==> config.mk <==
export PLATFORM = sky130hd
export DESIGN_NAME = urm_top
export DESIGN_NICKNAME = d
export VERILOG_FILES = /design/src/common/urm_pkg.sv /design/src/common/urm_rb_if.sv /design/src/rtl/urm_crc_chk.sv /design/src/rtl/urm_top.sv
export SDC_FILE = /design/constraint.sdc
export NUM_CORES = 1
export LEC_CHECK = 0
export BUFFER_PORTS_ARGS = -buffer_cell sky130_fd_sc_hd__buf_2
export CAP_MARGIN = 20
export CORE_UTILIZATION = 62
export DETAILED_ROUTE_END_ITERATION = 8
export PLACE_DENSITY_LB_ADDON = 0.2
export SETUP_SLACK_MARGIN = 0.1
export SYNTH_ARGS = -nofsm -noshare
export SYNTH_HDL_FRONTEND = slang
export SYNTH_HIERARCHICAL = 1
export SYNTH_SLANG_ARGS = --single-unit
==> constraint.sdc <==
create_clock -name mclk -period 3.9 [get_ports mclk]
set_clock_uncertainty 0.2 [all_clocks]
set_input_delay 0.585 -clock mclk [delete_from_list [all_inputs] [get_ports mclk]]
set_output_delay 0.585 -clock mclk [all_outputs]
set_load 0.02 [all_outputs]
==> src/common/urm_pkg.sv <==
// How it works
// - Take the neighbour's serial readback stream and compare its checksum with the expected value.
// - A checksum mismatch raises upset_alert: both devices need reconfiguring soon.
// - In self-check mode two independent comparators watch the same stream, errors ANDed.
// - Self-check reports an upset only when both comparators flag together.
// - Protected output goes high only when both legs release their buffers.
// - When legs disagree the leg wanting low drives the shared line low.
// - Configuration-complete low holds protected outputs low through an open-drain buffer.
// - Start-up releases user I/Os before configuration-complete goes high.
// - Stream start is recognised by the preamble of five ones then a zero.
// - The checksum is the final 11 bits of the stream, after the data section.
package urm_pkg;

    localparam int          CRC_W         = 11;
    localparam int          CNT_W         = 21;
    localparam logic [5:0]  PREAMBLE      = 6'h3e;
    localparam logic [5:0]  PRE_RST       = 6'h00;
    localparam logic [20:0] DATA_BITS_DEF = 21'h6190e;
    localparam logic [20:0] CNT_RST       = 21'h000000;
    localparam logic [10:0] CRC_RST       = 11'h000;
    localparam logic [3:0]  IO_LEAD_CYC   = 4'h4;
    localparam logic [3:0]  LEAD_RST      = 4'h0;
    localparam logic [1:0]  SYNC_RST      = 2'h0;

    typedef enum logic [1:0] {
        URM_HUNT,
        URM_DATA,
        URM_GAP,
        URM_CRC
    } urm_chk_state_type;

    typedef enum logic [1:0] {
        URM_ST_CFG,
        URM_ST_IO,
        URM_ST_RUN
    } urm_start_state_type;

endpackage : urm_pkg

==> src/common/urm_rb_if.sv <==
`timescale 1ns/100ps
`default_nettype none
interface urm_rb_if;
    import urm_pkg::*;

    logic             bit_stb;
    logic             bit_val;
    logic [CRC_W-1:0] expected;
    logic [CNT_W-1:0] data_bits;

    modport drv (
        output bit_stb,
        output bit_val,
        output expected,
        output data_bits
    );

    modport chk (
        input bit_stb,
        input bit_val,
        input expected,
        input data_bits
    );

endinterface : urm_rb_if
`default_nettype wire

==> src/rtl/urm_crc_chk.sv <==
`timescale 1ns/100ps
`default_nettype none
module urm_crc_chk
    import urm_pkg::*;
(
    input  wire logic mclk,
    input  wire logic rst_n,
    urm_rb_if.chk     rb,
    output var  logic crc_err_ff,
    output var  logic crc_ok_ff
);

    urm_chk_state_type state_ff;
    urm_chk_state_type nxt_state;
    logic [5:0]        pre_ff;
    logic [5:0]        nxt_pre;
    logic [CNT_W-1:0]  cnt_ff;
    logic [CNT_W-1:0]  nxt_cnt;
    logic [CRC_W-1:0]  crc_ff;
    logic [CRC_W-1:0]  nxt_crc;
    logic              nxt_err;
    logic              nxt_ok;

    always_comb begin
        nxt_state = state_ff;
        nxt_pre   = pre_ff;
        nxt_cnt   = cnt_ff;
        nxt_crc   = crc_ff;
        nxt_err   = 1'b0;
        nxt_ok    = 1'b0;
        if (rb.bit_stb) begin
            case (state_ff)
                URM_HUNT: begin
                    nxt_pre = {pre_ff[4:0], rb.bit_val};
                    if ({pre_ff[4:0], rb.bit_val} == PREAMBLE) begin
                        nxt_state = URM_DATA;
                        nxt_cnt   = CNT_RST;
                    end
                end
                URM_DATA: begin
                    // The data section is only counted; its contents are not checked here.
                    nxt_cnt = cnt_ff + 21'h000001;
                    if (cnt_ff == rb.data_bits - 21'h000001) begin
                        nxt_state = URM_GAP;
                    end
                end
                URM_GAP: begin
                    nxt_state = URM_CRC;
                    nxt_cnt   = CNT_RST;
                end
                URM_CRC: begin
                    nxt_crc = {crc_ff[CRC_W-2:0], rb.bit_val};
                    nxt_cnt = cnt_ff + 21'h000001;
                    if (cnt_ff == 21'(CRC_W - 1)) begin
                        nxt_state = URM_HUNT;
                        nxt_pre   = PRE_RST;
                        nxt_err   = ({crc_ff[CRC_W-2:0], rb.bit_val} != rb.expected);
                        nxt_ok    = ({crc_ff[CRC_W-2:0], rb.bit_val} == rb.expected);
                    end
                end
                default: begin
                    nxt_state = URM_HUNT;
                end
            endcase
        end
    end

    always_ff @(posedge mclk) begin
        if (!rst_n) begin
            state_ff   <= URM_HUNT;
            pre_ff     <= PRE_RST;
            cnt_ff     <= CNT_RST;
            crc_ff     <= CRC_RST;
            crc_err_ff <= 1'b0;
            crc_ok_ff  <= 1'b0;
        end else begin
            state_ff   <= nxt_state;
            pre_ff     <= nxt_pre;
            cnt_ff     <= nxt_cnt;
            crc_ff     <= nxt_crc;
            crc_err_ff <= nxt_err;
            crc_ok_ff  <= nxt_ok;
        end
    end

endmodule : urm_crc_chk
`default_nettype wire

==> src/rtl/urm_top.sv <==
`timescale 1ns/100ps
`default_nettype none
module urm_top
    import urm_pkg::*;
#(
    parameter logic [CNT_W-1:0] DATA_BITS = DATA_BITS_DEF
) (
    input  wire logic             mclk,
    input  wire logic             rst_n,
    input  wire logic             rb_clk_in,
    input  wire logic             rb_data_in,
    input  wire logic [CRC_W-1:0] expected_crc,
    input  wire logic             self_mode,
    input  wire logic             cfg_loaded,
    input  wire logic             crit_primary,
    input  wire logic             crit_duplicate,
    input  wire logic             crit_line_in,
    input  wire logic             done_in,
    output var  logic             upset_alert_ff,
    output var  logic             chk_a_fault_ff,
    output var  logic             chk_b_fault_ff,
    output var  logic             frame_ok_ff,
    output var  logic             io_released_ff,
    output var  logic             crit_out_ff,
    output var  logic             crit_p_oe_ff,
    output var  logic             crit_d_oe_ff,
    output var  logic             hold_out_ff,
    output var  logic             hold_oe_ff,
    output var  logic             done_out_ff,
    output var  logic             done_oe_ff,
    output var  logic             crit_level_ff
);

    // Pin synchronisers; the first stage feeds only the second.
    logic [1:0] rb_clk_s_ff;
    logic [1:0] rb_dat_s_ff;
    logic [1:0] done_s_ff;
    logic [1:0] line_s_ff;
    logic       rb_clk_d_ff;
    logic [1:0] nxt_rb_clk_s;
    logic [1:0] nxt_rb_dat_s;
    logic [1:0] nxt_done_s;
    logic [1:0] nxt_line_s;
    logic       nxt_rb_clk_d;

    always_comb begin
        nxt_rb_clk_s = {rb_clk_s_ff[0], rb_clk_in};
        nxt_rb_dat_s = {rb_dat_s_ff[0], rb_data_in};
        nxt_done_s   = {done_s_ff[0], done_in};
        nxt_line_s   = {line_s_ff[0], crit_line_in};
        nxt_rb_clk_d = rb_clk_s_ff[1];
    end

    always_ff @(posedge mclk) begin
        if (!rst_n) begin
            rb_clk_s_ff <= SYNC_RST;
            rb_dat_s_ff <= SYNC_RST;
            done_s_ff   <= SYNC_RST;
            line_s_ff   <= SYNC_RST;
            rb_clk_d_ff <= 1'b0;
        end else begin
            rb_clk_s_ff <= nxt_rb_clk_s;
            rb_dat_s_ff <= nxt_rb_dat_s;
            done_s_ff   <= nxt_done_s;
            line_s_ff   <= nxt_line_s;
            rb_clk_d_ff <= nxt_rb_clk_d;
        end
    end

    // Data is taken on the rising edge of the readback clock. At 125 MHz and a
    // readback clock of at most 2 MHz each bit is seen for dozens of cycles.
    urm_rb_if rb ();

    assign rb.bit_stb   = rb_clk_s_ff[1] & ~rb_clk_d_ff;
    assign rb.bit_val   = rb_dat_s_ff[1];
    assign rb.expected  = expected_crc;
    assign rb.data_bits = DATA_BITS;

    logic err_a;
    logic err_b;
    logic ok_a;
    logic ok_b;

    // Two separate instances so a single upset in one cannot corrupt both verdicts.
    urm_crc_chk u_chk_a (
        .mclk       (mclk),
        .rst_n      (rst_n),
        .rb         (rb.chk),
        .crc_err_ff (err_a),
        .crc_ok_ff  (ok_a)
    );

    urm_crc_chk u_chk_b (
        .mclk       (mclk),
        .rst_n      (rst_n),
        .rb         (rb.chk),
        .crc_err_ff (err_b),
        .crc_ok_ff  (ok_b)
    );

    // Alert and fault bookkeeping.
    logic upset_now;
    logic nxt_alert;
    logic nxt_fault_a;
    logic nxt_fault_b;
    logic nxt_frame_ok;

    always_comb begin
        upset_now    = self_mode ? (err_a & err_b) : err_a;
        nxt_alert    = upset_alert_ff | upset_now;
        // A lone error in self-check mode points at the comparator, not the device.
        nxt_fault_a  = chk_a_fault_ff | (self_mode & err_a & ~err_b);
        nxt_fault_b  = chk_b_fault_ff | (self_mode & err_b & ~err_a);
        nxt_frame_ok = self_mode ? (ok_a & ok_b) : ok_a;
    end

    always_ff @(posedge mclk) begin
        if (!rst_n) begin
            upset_alert_ff <= 1'b0;
            chk_a_fault_ff <= 1'b0;
            chk_b_fault_ff <= 1'b0;
            frame_ok_ff    <= 1'b0;
        end else begin
            upset_alert_ff <= nxt_alert;
            chk_a_fault_ff <= nxt_fault_a;
            chk_b_fault_ff <= nxt_fault_b;
            frame_ok_ff    <= nxt_frame_ok;
        end
    end

    // Start-up: I/Os are released a few cycles before configuration-complete is
    // let go, so the protected lines never float high in between.
    urm_start_state_type st_ff;
    urm_start_state_type nxt_st;
    logic [3:0]          lead_ff;
    logic [3:0]          nxt_lead;
    logic                nxt_io_rel;
    logic                nxt_done_oe;

    always_comb begin
        nxt_st      = st_ff;
        nxt_lead    = lead_ff;
        nxt_io_rel  = io_released_ff;
        nxt_done_oe = done_oe_ff;
        case (st_ff)
            URM_ST_CFG: begin
                nxt_io_rel  = 1'b0;
                nxt_done_oe = 1'b1;
                nxt_lead    = LEAD_RST;
                if (cfg_loaded) begin
                    nxt_st     = URM_ST_IO;
                    nxt_io_rel = 1'b1;
                end
            end
            URM_ST_IO: begin
                nxt_lead = lead_ff + 4'h1;
                if (lead_ff == IO_LEAD_CYC - 4'h1) begin
                    nxt_st      = URM_ST_RUN;
                    nxt_done_oe = 1'b0;
                end
            end
            URM_ST_RUN: begin
                nxt_io_rel  = 1'b1;
                nxt_done_oe = 1'b0;
            end
            default: begin
                nxt_st = URM_ST_CFG;
            end
        endcase
    end

    always_ff @(posedge mclk) begin
        if (!rst_n) begin
            st_ff          <= URM_ST_CFG;
            lead_ff        <= LEAD_RST;
            io_released_ff <= 1'b0;
            done_oe_ff     <= 1'b1;
        end else begin
            st_ff          <= nxt_st;
            lead_ff        <= nxt_lead;
            io_released_ff <= nxt_io_rel;
            done_oe_ff     <= nxt_done_oe;
        end
    end

    // Wired-AND protected output. Every buffer only ever drives low; high comes
    // from the external pull-up, so a single upset leg can only force low.
    logic nxt_p_oe;
    logic nxt_d_oe;
    logic nxt_hold_oe;

    always_comb begin
        nxt_p_oe    = io_released_ff & ~crit_primary;
        nxt_d_oe    = io_released_ff & ~crit_duplicate;
        nxt_hold_oe = ~done_s_ff[1];
    end

    always_ff @(posedge mclk) begin
        if (!rst_n) begin
            crit_p_oe_ff  <= 1'b0;
            crit_d_oe_ff  <= 1'b0;
            hold_oe_ff    <= 1'b1;
            crit_out_ff   <= 1'b0;
            hold_out_ff   <= 1'b0;
            done_out_ff   <= 1'b0;
            crit_level_ff <= 1'b0;
        end else begin
            crit_p_oe_ff  <= nxt_p_oe;
            crit_d_oe_ff  <= nxt_d_oe;
            hold_oe_ff    <= nxt_hold_oe;
            crit_out_ff   <= 1'b0;
            hold_out_ff   <= 1'b0;
            done_out_ff   <= 1'b0;
            crit_level_ff <= line_s_ff[1];
        end
    end

    // Correction is a full reconfiguration done outside; the alert is the
    // request for it and stays up until this block is reset.

endmodule : urm_top
`default_nettype wire

* After elaboration in Yosys (flattened, before gate mapping) *
Cells that the tools add are included.

cells by class
  $add $sub $neg = 3
  bitwise gates (word level) = 19
  muxes and demuxes = 26
  equal/unequal tests = 27
  reductions and logical operators = 22

operator list
  operator                 number
  $pmux W21 S3             2
  $add A21 B1 Y21 const B  2
  $eq A21 B19 Y1 const B   2
  $eq A21 B4 Y1 const B    2
  $mux W21                 2
  $eq A11 B11 Y1           2
  $ne A11 B11 Y1           2
  $pmux W5 S2              2
  $mux W2                  8
  $pmux W2 S4              2
  $reduce_and A4 Y1        4
  $eq A6 B6 Y1 const B     2
  $ne A2 B1 Y1 const B     6
  $eq A2 B2 Y1 const B     5
  $mux W5                  2
  $reduce_and A2 Y1        5
  $and A1 B1 Y1            9
  $reduce_and A3 Y1        3
  $pmux W4 S2              1
  $reduce_bool A2 Y1       4
  $not A1 Y1               7
  $eq A2 B1 Y1 const B     3
  $logic_not A2 Y1         3
  $pmux W2 S3              1
  other kinds (9)          16

storage, ports and cells
  bits of input ports = 21
  logic and storage cells = 126
  bits in registers = 105
  output and inout port bits = 13

* Longest topological paths before layout *
Gate-level depths: netlist of the first run.

  word-level depth = 3
  depth in mapped cells = 11

* By module *
Netlist of the first run, hierarchy kept.

modules (own cells, without submodules)
  module                  sequential area each (um2)  cells an instance  times used  area each (um2)
  urm_crc_chk at u_chk_b  800.8                       349                1           2871.5
  urm_crc_chk at u_chk_a  800.8                       358                1           2827.7
  urm_top                 500.5                       99                 1           980.9

* Worst setup path before layout of the first run *
No wires, ideal clock.

  path kind = register to register
  start = register rb_dat_s_ff[1]
  end = register u_chk_a.state_ff[0]
  data required time = 3.573 ns
  setup time = 0.127 ns
  arrival = 2.390 ns
  setup slack = 1.183 ns
  stages on the path, launching flop included = 8
  path through = dfxtp_1 > nand4b_1 > o21ai_0 > nand2_1 > or4_4 > nor4_4 > a31oi_1 > or3b_1

on the way
  word-level cells in the longest chain between the ends = 3

ends and longest elaborated chain
  what                                line               RTL
  start: declaration                  urm_top.sv:36      logic [1:0] rb_dat_s_ff;
  start signal: assignment            urm_top.sv:63      rb_dat_s_ff <= nxt_rb_dat_s;
  $eq A6 B6 Y1                        urm_crc_chk.sv:35  if ({pre_ff[4:0], rb.bit_val} == PREAMBLE) begin
  $ne A2 B1 Y1 (no source line)       -
  $reduce_and A4 Y1 (no source line)  -
  end signal: assignment              urm_crc_chk.sv:77  state_ff <= nxt_state;
  end: declaration                    urm_crc_chk.sv:13  urm_chk_state_type state_ff;

Every way passes these cells.
A chain may end at the register's enable or synchronous reset.

* Final worst setup path of the first run *
Ends and elaborated chain as after synthesis.

==> results.json, run 1 <==
{
  "outcome": "finished, final reports clean",
  "critPathKind": "reg2reg",
  "max_slew_margin_pct": 53.30,
  "synth_seq_cells": 105,
  "place_congestion": 0.8628,
  "ys_types": 87,
  "synth_edf_count": 0,
  "areaGrowthSynthToFinish_pct": 15.10,
  "tns_ns": 0,
  "clkLatencyLatePin_ns": 0.37,
  "cts.sinks": 105,
  "final_layout_size_suffix_gt1_share_pct": 8.333,
  "grt_max_degree": 42,
  "io_pins": 34,
  "cts-htree-levels": 3,
  "cts-root-buf": "clkbuf_8",
  "dpl.hpwl_um": 10340,
  "synth_top_area_share_pct": 31.47,
  "grt_pass1_wl_um": 23080,
  "critPathMaxFanout": 8,
  "antenna_left": 0,
  "numCtsBuffers": 9,
  "vias": 5765,
  "port_buffers": 30,
  "first_global_vias": 5290,
  "dieArea_um2": 11190,
  "grt-ovfl-total": 0,
  "synth.most_common_cell": "dfxtp_1",
  "core.rowCount": 37,
  "die_x_um": 105.8,
  "critPathBufInv": 0,
  "hp-class": "in2reg",
  "worstPathCellList": "nand4b_1 -> o21ai_0 -> nand2_1 -> or4_4 -> nor4_4 -> a31oi_1 -> or3b_1",
  "vdd_drop_max_uv": 309.0,
  "drv_slew": 0,
  "synth_area_um2": 6680,
  "final_nets": 1034,
  "cp_top_family": "simple AND/OR/NAND/NOR gates",
  "postCtsSetupRepairBufs": 0,
  "synth_ff_type": "dfxtp_1",
  "drcViolationCount": 0,
  "core_um2": 10370,
  "leakagePower_nw": 3.030,
  "post-synth-top-area-cell": "dfxtp_1",
  "tritoncts": "done",
  "grt_use_total_pct": 25.18,
  "critPathLaunchType": "flip-flop",
  "drt_iter0_drc": 311,
  "antenna_cells": 0,
  "power_mw": 2.152,
  "drt_wl_total_um": 13520,
  "cts_hold_buf": 0,
  "arrival_ns": 3.14,
  "drt_pass1_iterations": 4,
  "tightestPinTransition_ns": 0.6991,
  "yosysSeqAreaShare_pct": 31.47,
  "yosys_warnings": 6,
  "antenna_found_initial": 0,
  "required_ns": 3.96,
  "pre_cts_slack_ns": 0.8541,
  "synthTopCellsByCount": "dfxtp_1 (105), nand2_1 (86), nor2_1 (71)",
  "period_share_pct": 78.87,
  "drt-vias-per-instance": 5.093,
  "wl_per_cell_um": 11.94,
  "netlist_instances": 806,
  "start_util_pct": 64.42,
  "fmax_mhz": 325.1,
  "async_reset_ff_share_pct": 0,
  "rsz0062_at_grt": "no",
  "synth.area.top_cells": "dfxtp_1 (31%), xor2_1 (8.0%), xnor2_1 (4.9%)",
  "post-route-min-period_ns": 3.076,
  "cap_violations": 0,
  "postLayoutSetupSlackWorst_ns": 0.8242,
  "clk_pin_slew_ns": 0.10,
  "powerDensity_nw_per_um2": 279.9,
  "synth_area_per_cell_um2": 8.288,
  "finalHoldViolations": 0,
  "cts_resized": 0,
  "cpPeakStageDelay_ns": 0.62,
  "die_y_um": 105.8,
  "setup_violations": 0,
  "endpoint_kind": "flip-flop",
  "cts_buffer_depth": 2,
  "crit_path_top_delay_cell": "or4_4"
}
## worst reg2reg max path, cell delays in order, from the launching register on
cell and delay (ns):
dfxtp_1 0.40, nand4b_1 0.21, o21ai_0 0.41, nand2_1 0.26, or4_4 0.62, nor4_4 0.35, a31oi_1 0.12, or3b_1 0.39
## cell families (layout without fill, tap and decap cells)
group	count (synthesis)	after routing	share of synthesized area, %
and+or+nand+nor	376	376	31.79
AOI/OAI and AO/OA	129	129	13.41
DFF	105	105	31.47
xor gates and xnor gates	98	98	12.85
buffers and inverters	65	75	4.870
adders and majority gates	22	22	4.121
muxes	9	9	1.386
other	2	182	0.1124
## metrics by stage
stage               instance area, µm²  utilization, %  hold slack, ns  std cells
floorplan                         7356               -          0.1434        986
global placement                  7485           72.18          0.1462       1116
detailed placement                7485           72.18          0.1621       1116
CTS                               7689           74.14          0.1436       1132
global route                      7689           74.14          0.1376       1132
finish                            7689           74.14          0.1550       1132
## sequential cells by signal, summed over array words and instances, names as in the netlist, 2 cells and up
register          cells
lead_ff               4
u_chk_b/cnt_ff       21
u_chk_a/crc_ff       10
u_chk_b/state_ff      2
u_chk_b/crc_ff       10
u_chk_a/cnt_ff       21
rb_dat_s_ff           2
done_s_ff             2
u_chk_a/state_ff      2
st_ff                 2
line_s_ff             2
u_chk_a/pre_ff        5
rb_clk_s_ff           2
u_chk_b/pre_ff        5
## layer usage
layer  vias up  global-route usage [%]  wire, µm
li1       3067                       -         -
met1      2598                   31.79      6391
met2        83                   42.44      6414
met3        17                   5.628       479
met4         0                   8.036       231
met5         -                       0         0
## worst paths after layout
path	startpoint	slack (ns)	cells past startpoint	endpoint
setup / recovery	rb_dat_s_ff[1]$_SDFF_PN0_	0.82	7	u_chk_a/state_ff[0]$_SDFFE_PN0P_
hold / removal	crit_primary	0.16	2	crit_p_oe_ff$_SDFF_PN0_
setup reg to reg	rb_dat_s_ff[1]$_SDFF_PN0_	0.82	7	u_chk_a/state_ff[0]$_SDFFE_PN0P_
hold reg to reg	done_s_ff[1]$_SDFF_PN0_	0.18	1	hold_oe_ff$_SDFF_PN1_
## layout by cell type, fill, tap and decap left out, drive strengths merged, types with 20 or more instances in the layout
master / Yosys / layout
dfxtp: 105 / 105
nor4: 27 / 27
inv: 24 / 26
nand2: 86 / 86
ha: 22 / 22
xnor2: 37 / 37
nand4: 23 / 23
buf: 11 / 34
nand3: 31 / 31
nor3: 25 / 25
a21oi: 38 / 38
xor2: 61 / 61
conb: 2 / 182
nor2b: 20 / 20
nor2: 71 / 71
## report_power, final
group	total [mW]	internal [mW]	switching, mW
Combinational	0.345	0.137	0.208
Sequential	1.12	1.10	0.0221
Clock	0.685	0.320	0.365
Total	2.15	1.56	0.595
## area by class of cell
type                    count  area (µm²)
fillers                   834        2681
repair buffers             34       180.2
inverters                  25       93.84
clock inverters             5       62.56
multi-input cells         816        4938
flip-flops and latches    105        2102
clock buffers              11       141.4
well taps                 136       170.2
Note: power is estimated with default switching activity, not from simulation.
==> run 2, diff against run 1 <==
Clock period 3.9 ns to 3 ns, I/O delays scaled along.
==> results.json, run 2 (synthesized netlist as in run 1, its figures left out) <==
{
  "dieArea_um2": 11190,
  "required_ns": 3.06,
  "dpl_cell_area_um2": 7537,
  "drv_slew": 0,
  "fin_cells": 1141,
  "endpoint_kind": "flip-flop",
  "outcome": "finished, final reports clean",
  "arrival_ns": 2.85,
  "numCtsBuffers": 9,
  "powerDensity_nw_per_um2": 362.2,
  "dpl.hpwl_um": 10520,
  "layout_common_cells": "conb_1 (182), dfxtp_1 (104), nand2_1 (86)",
  "drcViolationCount": 0,
  "final_layout_size_suffix_gt1_share_pct": 9.254,
  "drt_pass1_iterations": 5,
  "cts-htree-levels": 3,
  "utilization_pct": 74.77,
  "hold_end": "crit_p_oe_ff$_SDFF_PN0_",
  "areaGrowthSynthToFinish_pct": 16.07,
  "die_y_um": 105.8,
  "tns_ns": 0,
  "place_congestion": 0.8340,
  "cts-root-buf": "clkbuf_8",
  "cts_buffer_depth": 2,
  "period_share_pct": 93.03,
  "power_mw": 2.809,
  "drt-vias-per-instance": 5.126,
  "grt_pass1_wl_um": 23640,
  "reg2reg_to": "u_chk_a/state_ff[1]$_SDFFE_PN0P_",
  "cp_top_family": "simple AND/OR/NAND/NOR gates",
  "antenna_found_initial": 0,
  "die_x_um": 105.8,
  "setup_violations": 0,
  "hold_ws_ns": 0.02205,
  "pre_cts_slack_ns": 0.1852,
  "finalHoldViolations": 0,
  "grt_max_degree": 46,
  "antenna_cells": 0,
  "dpl.cell_count": 1123,
  "post-route-min-period_ns": 2.791,
  "postLayoutSetupSlackWorst_ns": 0.2092,
  "grt_use_total_pct": 25.84,
  "first_global_vias": 5305,
  "critPathKind": "reg2reg",
  "seq_area_um2": 2103,
  "rrSetupSlack_ns": 0.21,
  "hp-class": "in2reg",
  "grt-ovfl-total": 0,
  "wl_per_cell_um": 12.28,
  "fillerInstances": 833,
  "cts_hold_buf": 0,
  "drt_iter0_drc": 266,
  "tritoncts": "done",
  "cts.sinks": 105,
  "multi_input_area_um2": 4938,
  "antenna_left": 0,
  "tightestPinTransition_ns": 0.5016,
  "vdd_drop_max_uv": 440.1,
  "cap_violations": 0,
  "final_common_cell": "conb_1",
  "hp-start": "crit_primary",
  "critPathBufInv": 1,
  "core_um2": 10370,
  "fin_area_um2": 7754,
  "core.rowCount": 37,
  "drt_wl_total_um": 14010,
  "hold_depth": 2,
  "biggestRegsByFlops": "u_chk_a/cnt_ff (21), u_chk_b/cnt_ff (21)",
  "start_util_pct": 64.42,
  "timing.rr.start": "u_chk_a/state_ff[0]$_SDFFE_PN0P_",
  "leakagePower_nw": 3.073,
  "io_pins": 34,
  "rr_worst_depth": 8,
  "rsz0062_at_grt": "no",
  "worstPathCellList": "inv_1 -> ha_1 -> o21ai_0 -> nand2_1 -> or4_4 -> nor4_4 -> a31oi_1 -> or3b_1",
  "port_buffers": 30,
  "final_nets": 1043,
  "cpPeakStageDelay_ns": 0.57,
  "max_slew_margin_pct": 66.35,
  "fmax_mhz": 358.3,
  "clk_pin_slew_ns": 0.11,
  "critPathLaunchType": "flip-flop",
  "crit_path_top_delay_cell": "or4_4",
  "critPathMaxFanout": 5,
  "clkLatencyLatePin_ns": 0.38,
  "vias": 5849
}
-- run 2: changes by cell type in the layout (fill, tap and decap cells not counted) --
cell	previous run	this run
dfxtp_1	105	104
clkinv_2	1	0
clkbuf_8	10	9
inv_8	1	0
inv_6	1	3
dfxtp_2	0	1
clkinv_4	0	1
buf_4	4	13
-- run 2: area by class of cell --
type / instances / share of cell area [%]
multi-input combinational: 816 / 63.69
sequential: 105 / 27.13
timing repair buffer: 43 / 3.195
tap: 136 / 2.195
clock buffer: 10 / 1.646
inverter: 25 / 1.210
clock inverter: 6 / 0.9359
-- run 2: where the power goes --
part	switching [mW]	leakage [nW]	total [mW]	internal (mW)
sequential	0.0274	0.849	1.46	1.43
clock	0.504	0.0979	0.901	0.397
combinational	0.272	2.13	0.451	0.179
-- run 2: how the worst max path moves through the flow --
stage	slack [ns]	cells past startpoint	from	end
final	0.21	8	u_chk_a/state_ff[0]$_SDFFE_PN0P_	u_chk_a/state_ff[1]$_SDFFE_PN0P_
after global routing	0.09	8	u_chk_a/state_ff[1]$_SDFFE_PN0P_	u_chk_a/state_ff[1]$_SDFFE_PN0P_
after CTS	0.14	8	u_chk_a/state_ff[0]$_SDFFE_PN0P_	u_chk_a/state_ff[1]$_SDFFE_PN0P_
after detailed placement	0.19	8	u_chk_a/state_ff[0]$_SDFFE_PN0P_	u_chk_a/state_ff[0]$_SDFFE_PN0P_
after global placement	0.29	8	u_chk_a/state_ff[0]$_SDFFE_PN0P_	u_chk_a/state_ff[1]$_SDFFE_PN0P_
after floorplan	0.28	7	rb_dat_s_ff[1]$_SDFF_PN0_	u_chk_a/state_ff[0]$_SDFFE_PN0P_
-- run 2: layer usage --
layer  routed length (µm)  track usage, %
met3                  434           4.391
met5                    0               0
met4                  184           6.944
met2                 6920           45.99
met1                 6474           31.99
-- run 2: worst register-to-register path, stage by stage (launching register included) --
cell	delay [ns]
dfxtp_2	0.40
inv_1	0.10
ha_1	0.23
o21ai_0	0.13
nand2_1	0.17
or4_4	0.57
nor4_4	0.36
a31oi_1	0.13
or3b_1	0.39
-- run 2: repair_timing --
item | in CTS | in global routing
setup buffers | 0 | 2
endpoints found under the setup margin | 0 | 2
gates resized for setup | 0 | 1
==> run 3, diff against run 2 <==
Settings changed: CORE_ASPECT_RATIO from default to 1.1, CORE_UTILIZATION 62 to 60, CTS_CLUSTER_DIAMETER from default to 60.
==> results.json, run 3 (synthesized netlist as in run 1, its figures left out) <==
{
  "drv_slew": 0,
  "p_comb_share_pct": 14.6,
  "rr_worst_depth": 8,
  "drt-vias-per-instance": 5.079,
  "dpl_cell_area_um2": 7559,
  "dpl.hpwl_um": 10240,
  "powerDensity_nw_per_um2": 390.8,
  "clk_pin_slew_ns": 0.08,
  "postLayoutSetupSlackWorst_ns": 0.2477,
  "max_slew_margin_pct": 65.84,
  "crit_path_top_delay_cell": "or4_4",
  "numCtsBuffers": 9,
  "leakagePower_nw": 3.111,
  "cts_resized": 0,
  "cp_top_family": "simple AND/OR/NAND/NOR gates",
  "arrival_ns": 2.79,
  "core_um2": 10860,
  "port_buffers": 30,
  "tritoncts": "done",
  "cts-root-buf": "clkbuf_16",
  "final_common_cell": "conb_1",
  "seq_power_share_pct": 47.5,
  "grt-ovfl-total": 0,
  "biggestRegsByFlops": "u_chk_a/cnt_ff (21), u_chk_b/cnt_ff (21)",
  "clkLatencyLatePin_ns": 0.36,
  "tns_ns": 0,
  "cts_hold_buf": 0,
  "cts_buffer_depth": 2,
  "post-route-min-period_ns": 2.752,
  "fillerInstances": 891,
  "p_int_mw": 2.214,
  "cts.sinks": 105,
  "power_mw": 3.070,
  "antenna_cells": 0,
  "sw_frac_of_total_pct": 27.87,
  "hp-class": "in2reg",
  "fin_area_um2": 7855,
  "fin_cells": 1151,
  "cpPeakStageDelay_ns": 0.55,
  "hold_end": "crit_d_oe_ff$_SDFF_PN0_",
  "antenna_found_initial": 0,
  "drt_pass1_iterations": 5,
  "postCtsSetupRepairBufs": 0,
  "areaGrowthSynthToFinish_pct": 17.59,
  "grt_pass1_wl_um": 23400,
  "finalHoldViolations": 0,
  "rsz0062_at_grt": "no",
  "rrSetupSlack_ns": 0.25,
  "dpl.cell_count": 1135,
  "setup_violations": 0,
  "drt_iter0_drc": 196,
  "vdd_drop_max_uv": 530.8,
  "cap_violations": 0,
  "required_ns": 3.04,
  "pre_cts_slack_ns": 0.2752,
  "dieArea_um2": 11560,
  "p_switching_mw": 0.8554,
  "wl_per_cell_um": 11.93,
  "grt_max_degree": 39,
  "start_util_pct": 61.51,
  "vias": 5846,
  "critPathMaxFanout": 5,
  "utilization_pct": 72.33,
  "grt_use_total_pct": 25.28,
  "drcViolationCount": 0,
  "die_y_um": 112.7,
  "timing.rr.start": "u_chk_a/state_ff[0]$_SDFFE_PN0P_",
  "tightestPinTransition_ns": 0.5092,
  "final_nets": 1042,
  "hold_depth": 2,
  "core.rowCount": 40,
  "drt_wl_total_um": 13730,
  "layout_common_cells": "conb_1 (182), dfxtp_1 (105), nand2_1 (86)",
  "io_pins": 34,
  "hp-start": "crit_duplicate",
  "critPathKind": "reg2reg",
  "critPathBufInv": 1,
  "pwr-share-clk_pct": 37.9,
  "fmax_mhz": 363.3,
  "hold_ws_ns": 0.04764,
  "cts-htree-levels": 3,
  "antenna_left": 0,
  "die_x_um": 102.6,
  "critPathLaunchType": "flip-flop",
  "first_global_vias": 5293,
  "worstPathCellList": "inv_1 -> ha_1 -> o21ai_0 -> nand2_1 -> or4_4 -> nor4_4 -> a31oi_1 -> or3b_1",
  "place_congestion": 0.8935,
  "outcome": "finished, final reports clean",
  "endpoint_kind": "flip-flop",
  "final_layout_size_suffix_gt1_share_pct": 9.163,
  "reg2reg_to": "u_chk_a/state_ff[0]$_SDFFE_PN0P_",
  "period_share_pct": 91.74
}
==> run 3: changes by cell type in the layout (fill, tap and decap cells not counted), sizes merged <==
cell / change
clkinv: -1
buf: -1
inv: +1
clkinvlp: +1
bufinv: -1
==> run 3: cell type report <==
class,instances,area [µm²],area share (%)
multi-input combinational,816,4938,62.87
sequential,105,2102,26.76
timing repair buffer,42,240.2,3.058
clock buffer,10,239.0,3.042
tap,147,183.9,2.342
inverter,25,93.84,1.195
clock inverter,6,57.56,0.7327
==> run 3: worst max path at each step <==
stage                                      from                               end  slack [ns]  cells past startpoint
3_3_place_gp   u_chk_a/state_ff[0]$_SDFFE_PN0P_  u_chk_a/state_ff[1]$_SDFFE_PN0P_        0.34                      8
4_1_cts        u_chk_a/state_ff[0]$_SDFFE_PN0P_  u_chk_a/state_ff[0]$_SDFFE_PN0P_        0.26                      8
5_1_grt        u_chk_a/state_ff[0]$_SDFFE_PN0P_  u_chk_a/state_ff[0]$_SDFFE_PN0P_        0.10                      8
2_1_floorplan         rb_dat_s_ff[1]$_SDFF_PN0_  u_chk_a/state_ff[0]$_SDFFE_PN0P_        0.28                      7
6_report       u_chk_a/state_ff[0]$_SDFFE_PN0P_  u_chk_a/state_ff[0]$_SDFFE_PN0P_        0.25                      8
3_5_place_dp   u_chk_a/state_ff[0]$_SDFFE_PN0P_  u_chk_a/state_ff[0]$_SDFFE_PN0P_        0.28                      8
==> run 3: power by group through the flow <==
stage / clock (mW) / sequential (mW) / combinational (mW)
after floorplan: 0 / 1.50 / 0.345
after global placement: 0 / 1.49 / 0.422
after detailed placement: 0 / 1.49 / 0.431
after CTS: 1.20 / 1.46 / 0.433
after global routing: 1.24 / 1.46 / 0.509
final: 1.16 / 1.46 / 0.448
==> run 3: worst reg2reg max path, stage by stage, from the launching register on <==
cell,delay [ns]
dfxtp_1,0.43
inv_1,0.11
ha_1,0.23
o21ai_0,0.12
nand2_1,0.12
or4_4,0.55
nor4_4,0.36
a31oi_1,0.12
or3b_1,0.39
==> run 3: layer usage <==
| layer | global-route usage, % | part of all wire, % |
|---|---|---|
| met1 | 30.73 | 45 |
| met2 | 44.27 | 51 |
| met3 | 4.172 | 3.0 |
| met4 | 8.857 | 1.4 |
| met5 | 0 | 0 |
